==> src/include/ppmc_pkg.sv <==
// Shared constants and types of the PHY power-mode controller.
package ppmc_pkg;

  // Management register addresses.
  localparam logic [4:0] REG_BASIC_CTRL = 5'h00;
  localparam logic [4:0] REG_BASIC_STAT = 5'h01;
  localparam logic [4:0] REG_DIG_CTRL   = 5'h10;
  localparam logic [4:0] REG_AFE_CTRL0  = 5'h11;
  localparam logic [4:0] REG_AFE_CTRL2  = 5'h13;
  localparam logic [4:0] REG_STBY_CTRL  = 5'h14;
  localparam logic [4:0] REG_EXP_CTRL   = 5'h18;
  localparam logic [4:0] REG_PHY_CTRL2  = 5'h1f;

  // Field positions.
  localparam int BC_SOFT_RESET     = 15;
  localparam int BC_AUTONEG_EN     = 12;
  localparam int BC_POWER_DOWN     = 11;
  localparam int BS_LINK_UP        = 2;
  localparam int DC_PLL_OFF        = 4;
  localparam int AC0_SLOW_OSC      = 6;
  localparam int SC_ENTRY_CPU      = 6;
  localparam int SC_SLEEP_NOW      = 5;
  localparam int SC_RETAIN_ACCESS  = 4;
  localparam int SC_STANDBY_EN     = 3;
  localparam int SC_LONG_DEASSERT  = 1;
  localparam int SC_POLARITY       = 0;
  localparam int EC_ENERGY_IDLE_POWERDOWN_DISABLE   = 11;
  localparam int PC2_POWER_SAVE    = 10;

  // Implemented bits of the retained registers.
  localparam logic [15:0] AC2_KEEP_MASK  = 16'h0303;
  localparam logic [15:0] STBY_MASK      = 16'h007b;

  // Values after reset.
  localparam logic       BC_AUTONEG_RST = 1'h1;
  localparam logic       EC_ENERGY_IDLE_POWERDOWN_DIS_RST = 1'h1;
  localparam logic [15:0] STBY_RST      = 16'h0000;
  localparam logic [15:0] AC2_RST       = 16'h0000;

  // Timing of the cable-energy indicator and of link pulses.
  localparam int CLK_PERIOD_NS      = 20;
  localparam int DEASSERT_SHORT_NS  = 10000;
  localparam int DEASSERT_LONG_NS   = 80000;
  localparam int DEASSERT_SHORT_CYC =
    (DEASSERT_SHORT_NS + CLK_PERIOD_NS - 1) / CLK_PERIOD_NS;
  localparam int DEASSERT_LONG_CYC  =
    (DEASSERT_LONG_NS + CLK_PERIOD_NS - 1) / CLK_PERIOD_NS;
  localparam int LP_NORMAL_NS       = 16000000;
  localparam int LP_ENERGY_IDLE_POWERDOWN_NS         = 256000000;
  localparam int LP_NORMAL_CYC      = LP_NORMAL_NS / CLK_PERIOD_NS;
  localparam int LP_ENERGY_IDLE_POWERDOWN_CYC        = LP_ENERGY_IDLE_POWERDOWN_NS / CLK_PERIOD_NS;

  // Serial management frame.
  localparam logic [5:0] PREAMBLE_LEN = 6'h20;
  localparam logic [5:0] HDR_LAST     = 6'h0b;
  localparam logic [5:0] RD_LAST      = 6'h11;
  localparam logic [5:0] WR_FIRST     = 6'h02;
  localparam logic [5:0] WR_LAST      = 6'h11;
  localparam logic [1:0] OP_READ      = 2'h2;
  localparam logic [1:0] OP_WRITE     = 2'h1;

  typedef enum logic [4:0] {
    MS_IDLE  = 5'b00001,
    MS_START = 5'b00010,
    MS_HDR   = 5'b00100,
    MS_READ  = 5'b01000,
    MS_WRITE = 5'b10000
  } ppmc_mdio_state_t;

endpackage

==> src/include/ppmc_reg_if.sv <==
// Register access carrier between the management slave and the controller.
interface ppmc_reg_if;
  logic        wr_stb;
  logic [4:0]  addr;
  logic [15:0] wdata;
  logic [15:0] rdata;
  logic        enable;

  modport master (output wr_stb, output addr, output wdata,
                  input rdata, input enable);
  modport slave  (input wr_stb, input addr, input wdata,
                  output rdata, output enable);
endinterface

==> src/core/ppmc_phy_power_mode_control.sv <==
// Power-mode controller with management registers and standby logic.
module ppmc_phy_power_mode_control #(
  parameter int LP_NORMAL_CYCLES = ppmc_pkg::LP_NORMAL_CYC,
  parameter int LP_ENERGY_IDLE_POWERDOWN_CYCLES   = ppmc_pkg::LP_ENERGY_IDLE_POWERDOWN_CYC
) (
  input  wire logic        clock_i,
  input  wire logic        rst_n_i,
  input  wire logic        mdc_i,
  input  wire logic        mdio_i,
  output logic             mdio_o,
  output logic             mdio_oe_o,
  input  wire logic [4:0]  phy_addr_i,
  input  wire logic        core_supply_ok_i,
  input  wire logic        link_up_i,
  input  wire logic        energy_pair_a_i,
  input  wire logic        energy_pair_b_i,
  output logic             cable_energy_indicator_o,
  output logic             standby_o,
  output logic             core_func_en_o,
  output logic             rx_blocks_en_o,
  output logic             pll_en_o,
  output logic             tx_en_o,
  output logic             energy_det_en_o,
  output logic             io_en_o,
  output logic             slow_osc_sel_o,
  output logic             link_pulse_o,
  output logic             soft_reset_o
);

  ppmc_reg_if bus ();

  logic        autoneg_r;
  logic        pdown_r;
  logic        sreset_r;
  logic        ps_en_r;
  logic        energy_idle_powerdown_dis_r;
  logic        pll_off_r;
  logic        slow_osc_r;
  logic [15:0] ac2_r;
  logic [15:0] stby_r;
  logic [15:0] nv_ac2_r;
  logic [15:0] nv_stby_r;
  logic        ind_r;
  logic [11:0] dly_cnt_r;
  logic        standby_r;
  logic [31:0] lp_cnt_r;
  logic        wr;
  logic        vol_clr;
  logic        no_link;
  logic        ps_act;
  logic        energy_idle_powerdown_act;
  logic        alive;
  logic        stby_en;
  logic        energy;
  logic [11:0] dly_last;
  logic [31:0] lp_last;

  ppmc_mdio_slave u_mdio (
    .clock_i   (clock_i),
    .rst_n_i   (rst_n_i),
    .mdc_i     (mdc_i),
    .mdio_i    (mdio_i),
    .mdio_o    (mdio_o),
    .mdio_oe_o (mdio_oe_o),
    .phy_addr_i(phy_addr_i),
    .bus       (bus.master)
  );

  // Management stays up in power-down but not in standby or without core.
  assign bus.enable = ~standby_r & core_supply_ok_i;
  assign wr         = bus.wr_stb & bus.enable;
  // Core supply loss or a software reset drop the volatile bits.
  assign vol_clr    = ~core_supply_ok_i | sreset_r;

  // Basic control: self-clearing soft reset, autoneg, power-down.
  always_ff @(posedge clock_i) begin
    if (!rst_n_i) begin
      autoneg_r <= ppmc_pkg::BC_AUTONEG_RST;
      pdown_r   <= 1'b0;
      sreset_r  <= 1'b0;
    end else if (vol_clr) begin
      autoneg_r <= ppmc_pkg::BC_AUTONEG_RST;
      pdown_r   <= 1'b0;
      sreset_r  <= 1'b0;
    end else if (wr && bus.addr == ppmc_pkg::REG_BASIC_CTRL) begin
      autoneg_r <= bus.wdata[ppmc_pkg::BC_AUTONEG_EN];
      pdown_r   <= bus.wdata[ppmc_pkg::BC_POWER_DOWN];
      sreset_r  <= bus.wdata[ppmc_pkg::BC_SOFT_RESET];
    end
  end

  // Mode bits kept in the core; both low-power modes start disabled.
  always_ff @(posedge clock_i) begin
    if (!rst_n_i || vol_clr) begin
      ps_en_r    <= 1'b0;
      energy_idle_powerdown_dis_r <= ppmc_pkg::EC_ENERGY_IDLE_POWERDOWN_DIS_RST;
      pll_off_r  <= 1'b0;
      slow_osc_r <= 1'b0;
    end else if (wr) begin
      case (bus.addr)
        ppmc_pkg::REG_PHY_CTRL2:
          ps_en_r <= bus.wdata[ppmc_pkg::PC2_POWER_SAVE];
        ppmc_pkg::REG_EXP_CTRL:
          energy_idle_powerdown_dis_r <= bus.wdata[ppmc_pkg::EC_ENERGY_IDLE_POWERDOWN_DISABLE];
        ppmc_pkg::REG_DIG_CTRL:
          pll_off_r <= bus.wdata[ppmc_pkg::DC_PLL_OFF];
        ppmc_pkg::REG_AFE_CTRL0:
          slow_osc_r <= bus.wdata[ppmc_pkg::AC0_SLOW_OSC];
        default: ;
      endcase
    end
  end

  // Volatile 13h/14h; without core supply they mirror the retained copy,
  // so the values come back from the always-on block at power return.
  always_ff @(posedge clock_i) begin
    if (!rst_n_i) begin
      stby_r <= ppmc_pkg::STBY_RST;
      ac2_r  <= ppmc_pkg::AC2_RST;
    end else if (!core_supply_ok_i) begin
      stby_r <= nv_stby_r;
      ac2_r  <= nv_ac2_r;
    end else if (sreset_r) begin
      stby_r <= ppmc_pkg::STBY_RST;
      ac2_r  <= ppmc_pkg::AC2_RST;
    end else if (wr && bus.addr == ppmc_pkg::REG_STBY_CTRL) begin
      stby_r <= bus.wdata & ppmc_pkg::STBY_MASK;
    end else if (wr && bus.addr == ppmc_pkg::REG_AFE_CTRL2) begin
      ac2_r  <= bus.wdata & ppmc_pkg::AC2_KEEP_MASK;
    end
  end

  // Always-on copies; only hardware reset clears them.
  always_ff @(posedge clock_i) begin
    if (!rst_n_i) begin
      nv_stby_r <= ppmc_pkg::STBY_RST;
      nv_ac2_r  <= ppmc_pkg::AC2_RST;
    end else if (wr) begin
      if (bus.addr == ppmc_pkg::REG_STBY_CTRL &&
          bus.wdata[ppmc_pkg::SC_RETAIN_ACCESS]) begin
        nv_stby_r <= bus.wdata & ppmc_pkg::STBY_MASK;
      end
      if (bus.addr == ppmc_pkg::REG_AFE_CTRL2 &&
          stby_r[ppmc_pkg::SC_RETAIN_ACCESS]) begin
        nv_ac2_r <= bus.wdata & ppmc_pkg::AC2_KEEP_MASK;
      end
    end
  end

  // Read-back; unimplemented bits and addresses read zero.
  always_comb begin
    bus.rdata = 16'h0000;
    case (bus.addr)
      ppmc_pkg::REG_BASIC_CTRL: begin
        bus.rdata[ppmc_pkg::BC_SOFT_RESET] = sreset_r;
        bus.rdata[ppmc_pkg::BC_AUTONEG_EN] = autoneg_r;
        bus.rdata[ppmc_pkg::BC_POWER_DOWN] = pdown_r;
      end
      ppmc_pkg::REG_BASIC_STAT:
        bus.rdata[ppmc_pkg::BS_LINK_UP] = link_up_i;
      ppmc_pkg::REG_DIG_CTRL:
        bus.rdata[ppmc_pkg::DC_PLL_OFF] = pll_off_r;
      ppmc_pkg::REG_AFE_CTRL0:
        bus.rdata[ppmc_pkg::AC0_SLOW_OSC] = slow_osc_r;
      ppmc_pkg::REG_AFE_CTRL2:
        bus.rdata = ac2_r;
      ppmc_pkg::REG_STBY_CTRL:
        bus.rdata = stby_r;
      ppmc_pkg::REG_EXP_CTRL:
        bus.rdata[ppmc_pkg::EC_ENERGY_IDLE_POWERDOWN_DISABLE] = energy_idle_powerdown_dis_r;
      ppmc_pkg::REG_PHY_CTRL2:
        bus.rdata[ppmc_pkg::PC2_POWER_SAVE] = ps_en_r;
      default:
        bus.rdata = 16'h0000;
    endcase
  end

  assign stby_en  = stby_r[ppmc_pkg::SC_STANDBY_EN];
  assign energy   = energy_pair_a_i | energy_pair_b_i;
  assign dly_last = stby_r[ppmc_pkg::SC_LONG_DEASSERT] ?
                    12'(ppmc_pkg::DEASSERT_LONG_CYC - 1) :
                    12'(ppmc_pkg::DEASSERT_SHORT_CYC - 1);

  // Indicator asserts at once on energy and drops after a quiet delay;
  // the delay filters short gaps between link pulses.
  always_ff @(posedge clock_i) begin
    if (!rst_n_i) begin
      ind_r     <= 1'b1;
      dly_cnt_r <= 12'h000;
    end else if (!stby_en || energy) begin
      ind_r     <= 1'b1;
      dly_cnt_r <= 12'h000;
    end else if (dly_cnt_r >= dly_last) begin
      ind_r     <= 1'b0;
    end else begin
      dly_cnt_r <= dly_cnt_r + 12'h001;
    end
  end

  // Indicator pin; the host relies on it staying high through bring-up.
  always_ff @(posedge clock_i) begin
    if (!rst_n_i) begin
      cable_energy_indicator_o <= 1'b1;
    end else if (!stby_en) begin
      cable_energy_indicator_o <= 1'b1;
    end else begin
      cable_energy_indicator_o <= ind_r ^ stby_r[ppmc_pkg::SC_POLARITY];
    end
  end

  // Standby latches; nothing but hardware reset releases it.
  always_ff @(posedge clock_i) begin
    if (!rst_n_i) begin
      standby_r <= 1'b0;
    end else if (stby_en) begin
      if (!stby_r[ppmc_pkg::SC_ENTRY_CPU] && !ind_r) begin
        standby_r <= 1'b1;
      end else if (stby_r[ppmc_pkg::SC_ENTRY_CPU] &&
                   stby_r[ppmc_pkg::SC_SLEEP_NOW]) begin
        standby_r <= 1'b1;
      end
    end
  end

  assign no_link  = autoneg_r & ~link_up_i;
  assign ps_act   = ps_en_r & no_link;
  assign energy_idle_powerdown_act = ~energy_idle_powerdown_dis_r & no_link;
  assign alive    = ~standby_r & ~pdown_r;

  // Block enables, registered so they never glitch into analog control.
  always_ff @(posedge clock_i) begin
    if (!rst_n_i) begin
      standby_o       <= 1'b0;
      core_func_en_o  <= 1'b1;
      rx_blocks_en_o  <= 1'b1;
      pll_en_o        <= 1'b1;
      tx_en_o         <= 1'b1;
      energy_det_en_o <= 1'b1;
      io_en_o         <= 1'b1;
      slow_osc_sel_o  <= 1'b0;
      soft_reset_o    <= 1'b0;
    end else begin
      standby_o       <= standby_r;
      core_func_en_o  <= alive;
      rx_blocks_en_o  <= alive & ~ps_act & ~energy_idle_powerdown_act;
      pll_en_o        <= alive & ~(energy_idle_powerdown_act & pll_off_r);
      tx_en_o         <= alive;
      energy_det_en_o <= alive;
      io_en_o         <= ~standby_r;
      slow_osc_sel_o  <= slow_osc_r;
      soft_reset_o    <= sreset_r;
    end
  end

  assign lp_last = energy_idle_powerdown_act ? 32'(LP_ENERGY_IDLE_POWERDOWN_CYCLES - 1) :
                              32'(LP_NORMAL_CYCLES - 1);

  // Link pulse timer, running only while the transmitter is up unlinked.
  always_ff @(posedge clock_i) begin
    if (!rst_n_i || !alive || link_up_i) begin
      lp_cnt_r     <= 32'h00000000;
      link_pulse_o <= 1'b0;
    end else if (lp_cnt_r >= lp_last) begin
      lp_cnt_r     <= 32'h00000000;
      link_pulse_o <= 1'b1;
    end else begin
      lp_cnt_r     <= lp_cnt_r + 32'h00000001;
      link_pulse_o <= 1'b0;
    end
  end

endmodule // ppmc_phy_power_mode_control

==> src/core/ppmc_mdio_slave.sv <==
// Serial management interface slave that turns frames into register access.
module ppmc_mdio_slave (
  input  wire logic        clock_i,
  input  wire logic        rst_n_i,
  input  wire logic        mdc_i,
  input  wire logic        mdio_i,
  output logic             mdio_o,
  output logic             mdio_oe_o,
  input  wire logic [4:0]  phy_addr_i,
  ppmc_reg_if.master       bus
);

  logic                     mdc_q_r;
  logic                     rise;
  ppmc_pkg::ppmc_mdio_state_t state_r;
  logic [5:0]               cnt_r;
  logic [15:0]              shreg_r;
  logic [15:0]              data_r;
  logic [4:0]               addr_r;
  logic                     hit_r;
  logic                     wr_r;
  logic [11:0]              hdr;

  // Bits are taken on the rising management clock edge.
  assign rise = mdc_i & ~mdc_q_r;
  assign hdr  = {shreg_r[10:0], mdio_i};

  always_ff @(posedge clock_i) begin
    if (!rst_n_i) begin
      mdc_q_r <= 1'b0;
    end else begin
      mdc_q_r <= mdc_i;
    end
  end

  // Frame sequencer; a frame for another address is followed but not served.
  always_ff @(posedge clock_i) begin
    if (!rst_n_i) begin
      state_r   <= ppmc_pkg::MS_IDLE;
      cnt_r     <= 6'h00;
      shreg_r   <= 16'h0000;
      data_r    <= 16'h0000;
      addr_r    <= 5'h00;
      hit_r     <= 1'b0;
      wr_r      <= 1'b0;
      mdio_o    <= 1'b0;
      mdio_oe_o <= 1'b0;
    end else begin
      wr_r <= 1'b0;
      if (rise) begin
        case (state_r)
          ppmc_pkg::MS_IDLE: begin
            if (mdio_i) begin
              if (cnt_r != ppmc_pkg::PREAMBLE_LEN) begin
                cnt_r <= cnt_r + 6'h01;
              end
            end else begin
              if (cnt_r == ppmc_pkg::PREAMBLE_LEN) begin
                state_r <= ppmc_pkg::MS_START;
              end
              cnt_r <= 6'h00;
            end
          end
          ppmc_pkg::MS_START: begin
            state_r <= mdio_i ? ppmc_pkg::MS_HDR : ppmc_pkg::MS_IDLE;
            cnt_r   <= 6'h00;
          end
          ppmc_pkg::MS_HDR: begin
            shreg_r <= {shreg_r[14:0], mdio_i};
            cnt_r   <= cnt_r + 6'h01;
            if (cnt_r == ppmc_pkg::HDR_LAST) begin
              addr_r <= hdr[4:0];
              hit_r  <= (hdr[9:5] == phy_addr_i) & bus.enable;
              cnt_r  <= 6'h00;
              if (hdr[11:10] == ppmc_pkg::OP_READ) begin
                state_r <= ppmc_pkg::MS_READ;
              end else if (hdr[11:10] == ppmc_pkg::OP_WRITE) begin
                state_r <= ppmc_pkg::MS_WRITE;
              end else begin
                state_r <= ppmc_pkg::MS_IDLE;
              end
            end
          end
          ppmc_pkg::MS_READ: begin
            // Turnaround low first, then sixteen data bits MSB first.
            cnt_r <= cnt_r + 6'h01;
            if (cnt_r == 6'h00) begin
              data_r    <= bus.rdata;
              mdio_o    <= 1'b0;
              mdio_oe_o <= hit_r;
            end else if (cnt_r == ppmc_pkg::RD_LAST) begin
              mdio_oe_o <= 1'b0;
              state_r   <= ppmc_pkg::MS_IDLE;
              cnt_r     <= 6'h00;
            end else begin
              mdio_o <= data_r[15];
              data_r <= {data_r[14:0], 1'b0};
            end
          end
          ppmc_pkg::MS_WRITE: begin
            cnt_r <= cnt_r + 6'h01;
            if (cnt_r >= ppmc_pkg::WR_FIRST) begin
              shreg_r <= {shreg_r[14:0], mdio_i};
            end
            if (cnt_r == ppmc_pkg::WR_LAST) begin
              wr_r    <= hit_r;
              state_r <= ppmc_pkg::MS_IDLE;
              cnt_r   <= 6'h00;
            end
          end
          default: begin
            state_r   <= ppmc_pkg::MS_IDLE;
            cnt_r     <= 6'h00;
            mdio_oe_o <= 1'b0;
          end
        endcase
      end
    end
  end

  // Write data is whole in the shift register when the strobe is raised.
  assign bus.wr_stb = wr_r;
  assign bus.addr   = addr_r;
  assign bus.wdata  = shreg_r;

endmodule // ppmc_mdio_slave

==> config.mk <==
export PLATFORM = sky130hd
export DESIGN_NAME = ppmc_phy_power_mode_control
export DESIGN_NICKNAME = d
export VERILOG_FILES = /design/src/include/ppmc_pkg.sv /design/src/include/ppmc_reg_if.sv /design/src/core/ppmc_phy_power_mode_control.sv /design/src/core/ppmc_mdio_slave.sv
export SDC_FILE = /design/constraint.sdc
export NUM_CORES = 1
export LEC_CHECK = 0
export ABC_AREA = 1
export ABC_CLOCK_PERIOD_IN_PS = 2600
export BUFFER_PORTS_ARGS = -buffer_cell sky130_fd_sc_hd__buf_2
export CORE_MARGIN = 2
export CORE_UTILIZATION = 53
export DETAILED_ROUTE_END_ITERATION = 12
export HOLD_SLACK_MARGIN = 0.02
export PLACE_DENSITY = 0.7
export SYNTH_ARGS = -nofsm -noshare
export SYNTH_HDL_FRONTEND = slang
export SYNTH_SLANG_ARGS = --single-unit
export TNS_END_PERCENT = 20
==> constraint.sdc <==
create_clock -name clock_i -period 2.6 [get_ports clock_i]
set_clock_uncertainty 0.05 [all_clocks]
set_input_delay 0.52 -clock clock_i [delete_from_list [all_inputs] [get_ports clock_i]]
set_output_delay 0.52 -clock clock_i [all_outputs]
set_load 0.03 [all_outputs]
==> run_results.csv <==
group,metric,value,unit
yosys,syn-cell-area,0.00645,mm²
global_route,grt_pass1_vias,5034,
yosys,ys_ff_latch,135,
sta,rsz0062_at_grt,"false",
global_route,grt_usage,0.228,
yosys,yosys.area.top_type_share,0.419,
sta,maxSlewHeadroom,0.659,
floorplan,io_pins,26,
global_route,grt_max_degree,35,
hold_path,hp-class,"input pin to register",
final_layout,layout_common_cells,"nand2_1 (163), dfxtp_1 (135), inv_1 (110)",
drt,drc,0,
floorplan,die_x,114,µm
sta,finalSetupViolCount,0,
placed_design,io_buffers,25,
drt,firstDrtPassIters,5,
clock_tree,cts_buffers,17,
pwr,power.density,705,mW/mm²
clock_tree,clk_pin_slew,0.07,ns
sta,final_hold_viol_count,0,
sta,period_needed,2.17,ns
clock_tree,cts_buffer_depth,2,
yosys,synth.distinct_cells,45,
drt,vias,5571,
clock_tree,h-tree-depth,4,
clock_tree,postCtsSetupRepairBufs,0,
sta,fmaxAchievable,0.461,GHz
run_status,status,"finished, final reports clean",
clock_tree,ctsHoldBuffers,0,
drt,ant_nets,0,
hold_path,min_delay_path_depth,3,
setup_path,worst_ep_arrival_time,2.47,ns
drt,viasPerCell,5.15,
job,maxCapViolCount,0,
pwr,p_leak,2.98,nW
floorplan,rows,40,
setup_path,crit_required,2.90,ns
clock_tree,clockRootBuffer,"clkbuf_16",
clock_tree,cts_tree,"done",
hold_path,holdPathEnd,"u_mdio.mdc_q_r$_SDFF_PN0_",
yosys,synthArstFlopShare,0,
yosys,synth-main-ff-cell,"dfxtp_1",
yosys,ys_warn_count,0,
global_route,grt_pass1_wl,23600,µm
drt,routed_wl,13700,µm
placed_design,placed_cells,1049,
final_layout,seq_area,0.00270,mm²
final_layout,num-fill-cells,1118,
floorplan,die_h,114,µm
global_route,antenna_found_initial,0,
setup_path,reg2reg_slack,0.43,ns
sta,setup_tns,0,ns
sta,tightest_slew,0.507,ns
setup_path,rr_endpoint,"lp_cnt_r[17]$_SDFF_PP0_",
pwr,ir_drop,0.000621,V
final_layout,multiInputGateArea,0.00320,mm²
setup_path,crit_path_end_kind,"register",
setup_path,crit_type,"register to register",
yosys,syn_inst,884,
sta,finalCritPeriodShare,0.835,
final_layout,final_cells,1081,
setup_path,start_kind,"register",
clock_tree,cts-resized-gates,0,
final_layout,nNetsFinal,957,
final_layout,area_growth,13.5,%
final_layout,antenna_cells,0,
global_route,gr-total-overflow,0,
sta,slew_viol_final,0,
floorplan,core,0.0120,mm²
yosys,ys_seq_area_frac,0.419,
final_layout,drive_gt1_frac,0.0996,
floorplan,dieArea,0.0131,mm²
final_layout,final_common_cell,"nand2_1",
setup_path,r2r-start,"energy_idle_powerdown_dis_r$_SDFFE_PP1P_",
drt,post_drt_wl_per_cell,12.7,µm
setup_path,reg2reg_depth,11,
floorplan,start_util,0.539,
drt,drt_iter0_drc,318,
yosys,synth_edf_count,0,
yosys,synth_top_cell_by_area,"dfxtp_1",
yosys,netlist_top_cells_area,"dfxtp_1 (42%), nand2_1 (9.5%), a21oi_1 (6.8%), inv_1 (6.4%), nor2_1 (5.5%)",
hold_path,hold_start,"mdc_i",
clock_tree,clk-insertion-delay-late,0.43,ns
yosys,syn_area_per_cell,7.29,µm²
placed_design,routabilityCongestion,0.880,
setup_path,critPathMaxFanout,24,
placed_design,hpwl,10100,µm
clock_tree,cts_sinks,135,
-- sequential cells by signal, summed over array words and instances, names as in the netlist, 4 cells and up --
name              cells
lp_cnt_r             32
dly_cnt_r            12
u_mdio.data_r        16
u_mdio.bus.addr       5
u_mdio.bus.wdata     16
nv_stby_r             6
stby_r                6
nv_ac2_r              4
ac2_r                 4
u_mdio.cnt_r          6
u_mdio.state_r        5
-- cell type report --
type                    instances  area share
repair buffers                 34      0.0263
clock inverters                14      0.0222
clock buffers                  18      0.0600
flip-flops and latches        135       0.369
inverters                     116      0.0595
well taps                     147      0.0251
multi-input cells             617       0.438
-- critical path, cell delays in order (launching register included) --
cell and delay (ns):
dfxtp_1 0.32, inv_1 0.15, nand3_4 0.11, buf_4 0.19, ha_1 0.29, inv_1 0.06, nor2_1 0.04, nor2_1 0.10
nand2_1 0.07, nor2_2 0.20, nand3_4 0.29, a21oi_1 0.22
-- power breakdown --
part	internal (mW)	total, mW	switching, mW
Combinational	0.170	0.553	0.383
Clock	1.46	2.44	0.976
Sequential	2.13	2.17	0.0367
-- cells in the mapped netlist (2+ instances only) --
library cell,number
a21oi_1,87
a21oi_2,2
a311oi_1,3
a31oi_1,5
and3_1,2
buf_1,2
buf_2,4
buf_4,3
buf_6,4
clkbuf_1,8
clkinv_1,3
dfxtp_1,135
ha_1,23
inv_1,110
inv_2,3
nand2_1,163
nand2_2,3
nand3_1,49
nand3_2,2
nand3_4,2
nand3b_1,4
nand4_1,15
nor2_1,94
nor2_2,10
nor3_1,20
nor3_2,2
nor3b_1,2
nor4_1,5
o211ai_1,3
o21a_1,4
o21ai_0,70
o221ai_1,2
o22ai_1,2
or2_2,3
xnor2_1,7
xor2_1,19
-- stage by stage --
stage / util / hold WS [ns] / area [µm²] / worst slack (ns) / total power, mW
after floorplan: - / 0.340 / 6470 / 0.466 / 2.63
after global placement: 0.562 / 0.371 / 6720 / 0.195 / 2.76
after detailed placement: 0.562 / 0.368 / 6720 / 0.126 / 2.76
after CTS: 0.612 / 0.219 / 7320 / 0.415 / 5.21
after global routing: 0.612 / 0.248 / 7320 / 0.180 / 5.39
final: 0.612 / 0.235 / 7320 / 0.429 / 5.16
-- layer usage --
metal,vias up,wire (µm),share of wire,GRT usage
li1,2977,-,-,-
met1,2477,6670,0.49,0.297
met2,95,6330,0.46,0.362
met3,22,493,0.036,0.0551
met4,0,247,0.018,0.0951
met5,-,0,0,0
-- worst max path at each step --
stage / from / to / slack, ns / depth (start not counted)
floorplan: link_up_i / lp_cnt_r[24]$_SDFF_PP0_ / 0.47 / 13
global placement: link_up_i / lp_cnt_r[22]$_SDFF_PP0_ / 0.19 / 12
detailed placement: link_up_i / lp_cnt_r[17]$_SDFF_PP0_ / 0.13 / 12
CTS: energy_idle_powerdown_dis_r$_SDFFE_PP1P_ / lp_cnt_r[17]$_SDFF_PP0_ / 0.41 / 11
global route: energy_idle_powerdown_dis_r$_SDFFE_PP1P_ / lp_cnt_r[22]$_SDFF_PP0_ / 0.18 / 12
finish: energy_idle_powerdown_dis_r$_SDFFE_PP1P_ / lp_cnt_r[17]$_SDFF_PP0_ / 0.43 / 11
-- cell families after synthesis --
kind of cell / synth area share
AOI/OAI and AO/OA: 0.153
xor gates and xnor gates: 0.0353
adders and majority gates: 0.0446
buffers and inverters: 0.0877
DFF: 0.419
other: 0.000582
and+or+nand+nor: 0.260
Note: power is estimated with default switching activity, not from simulation.
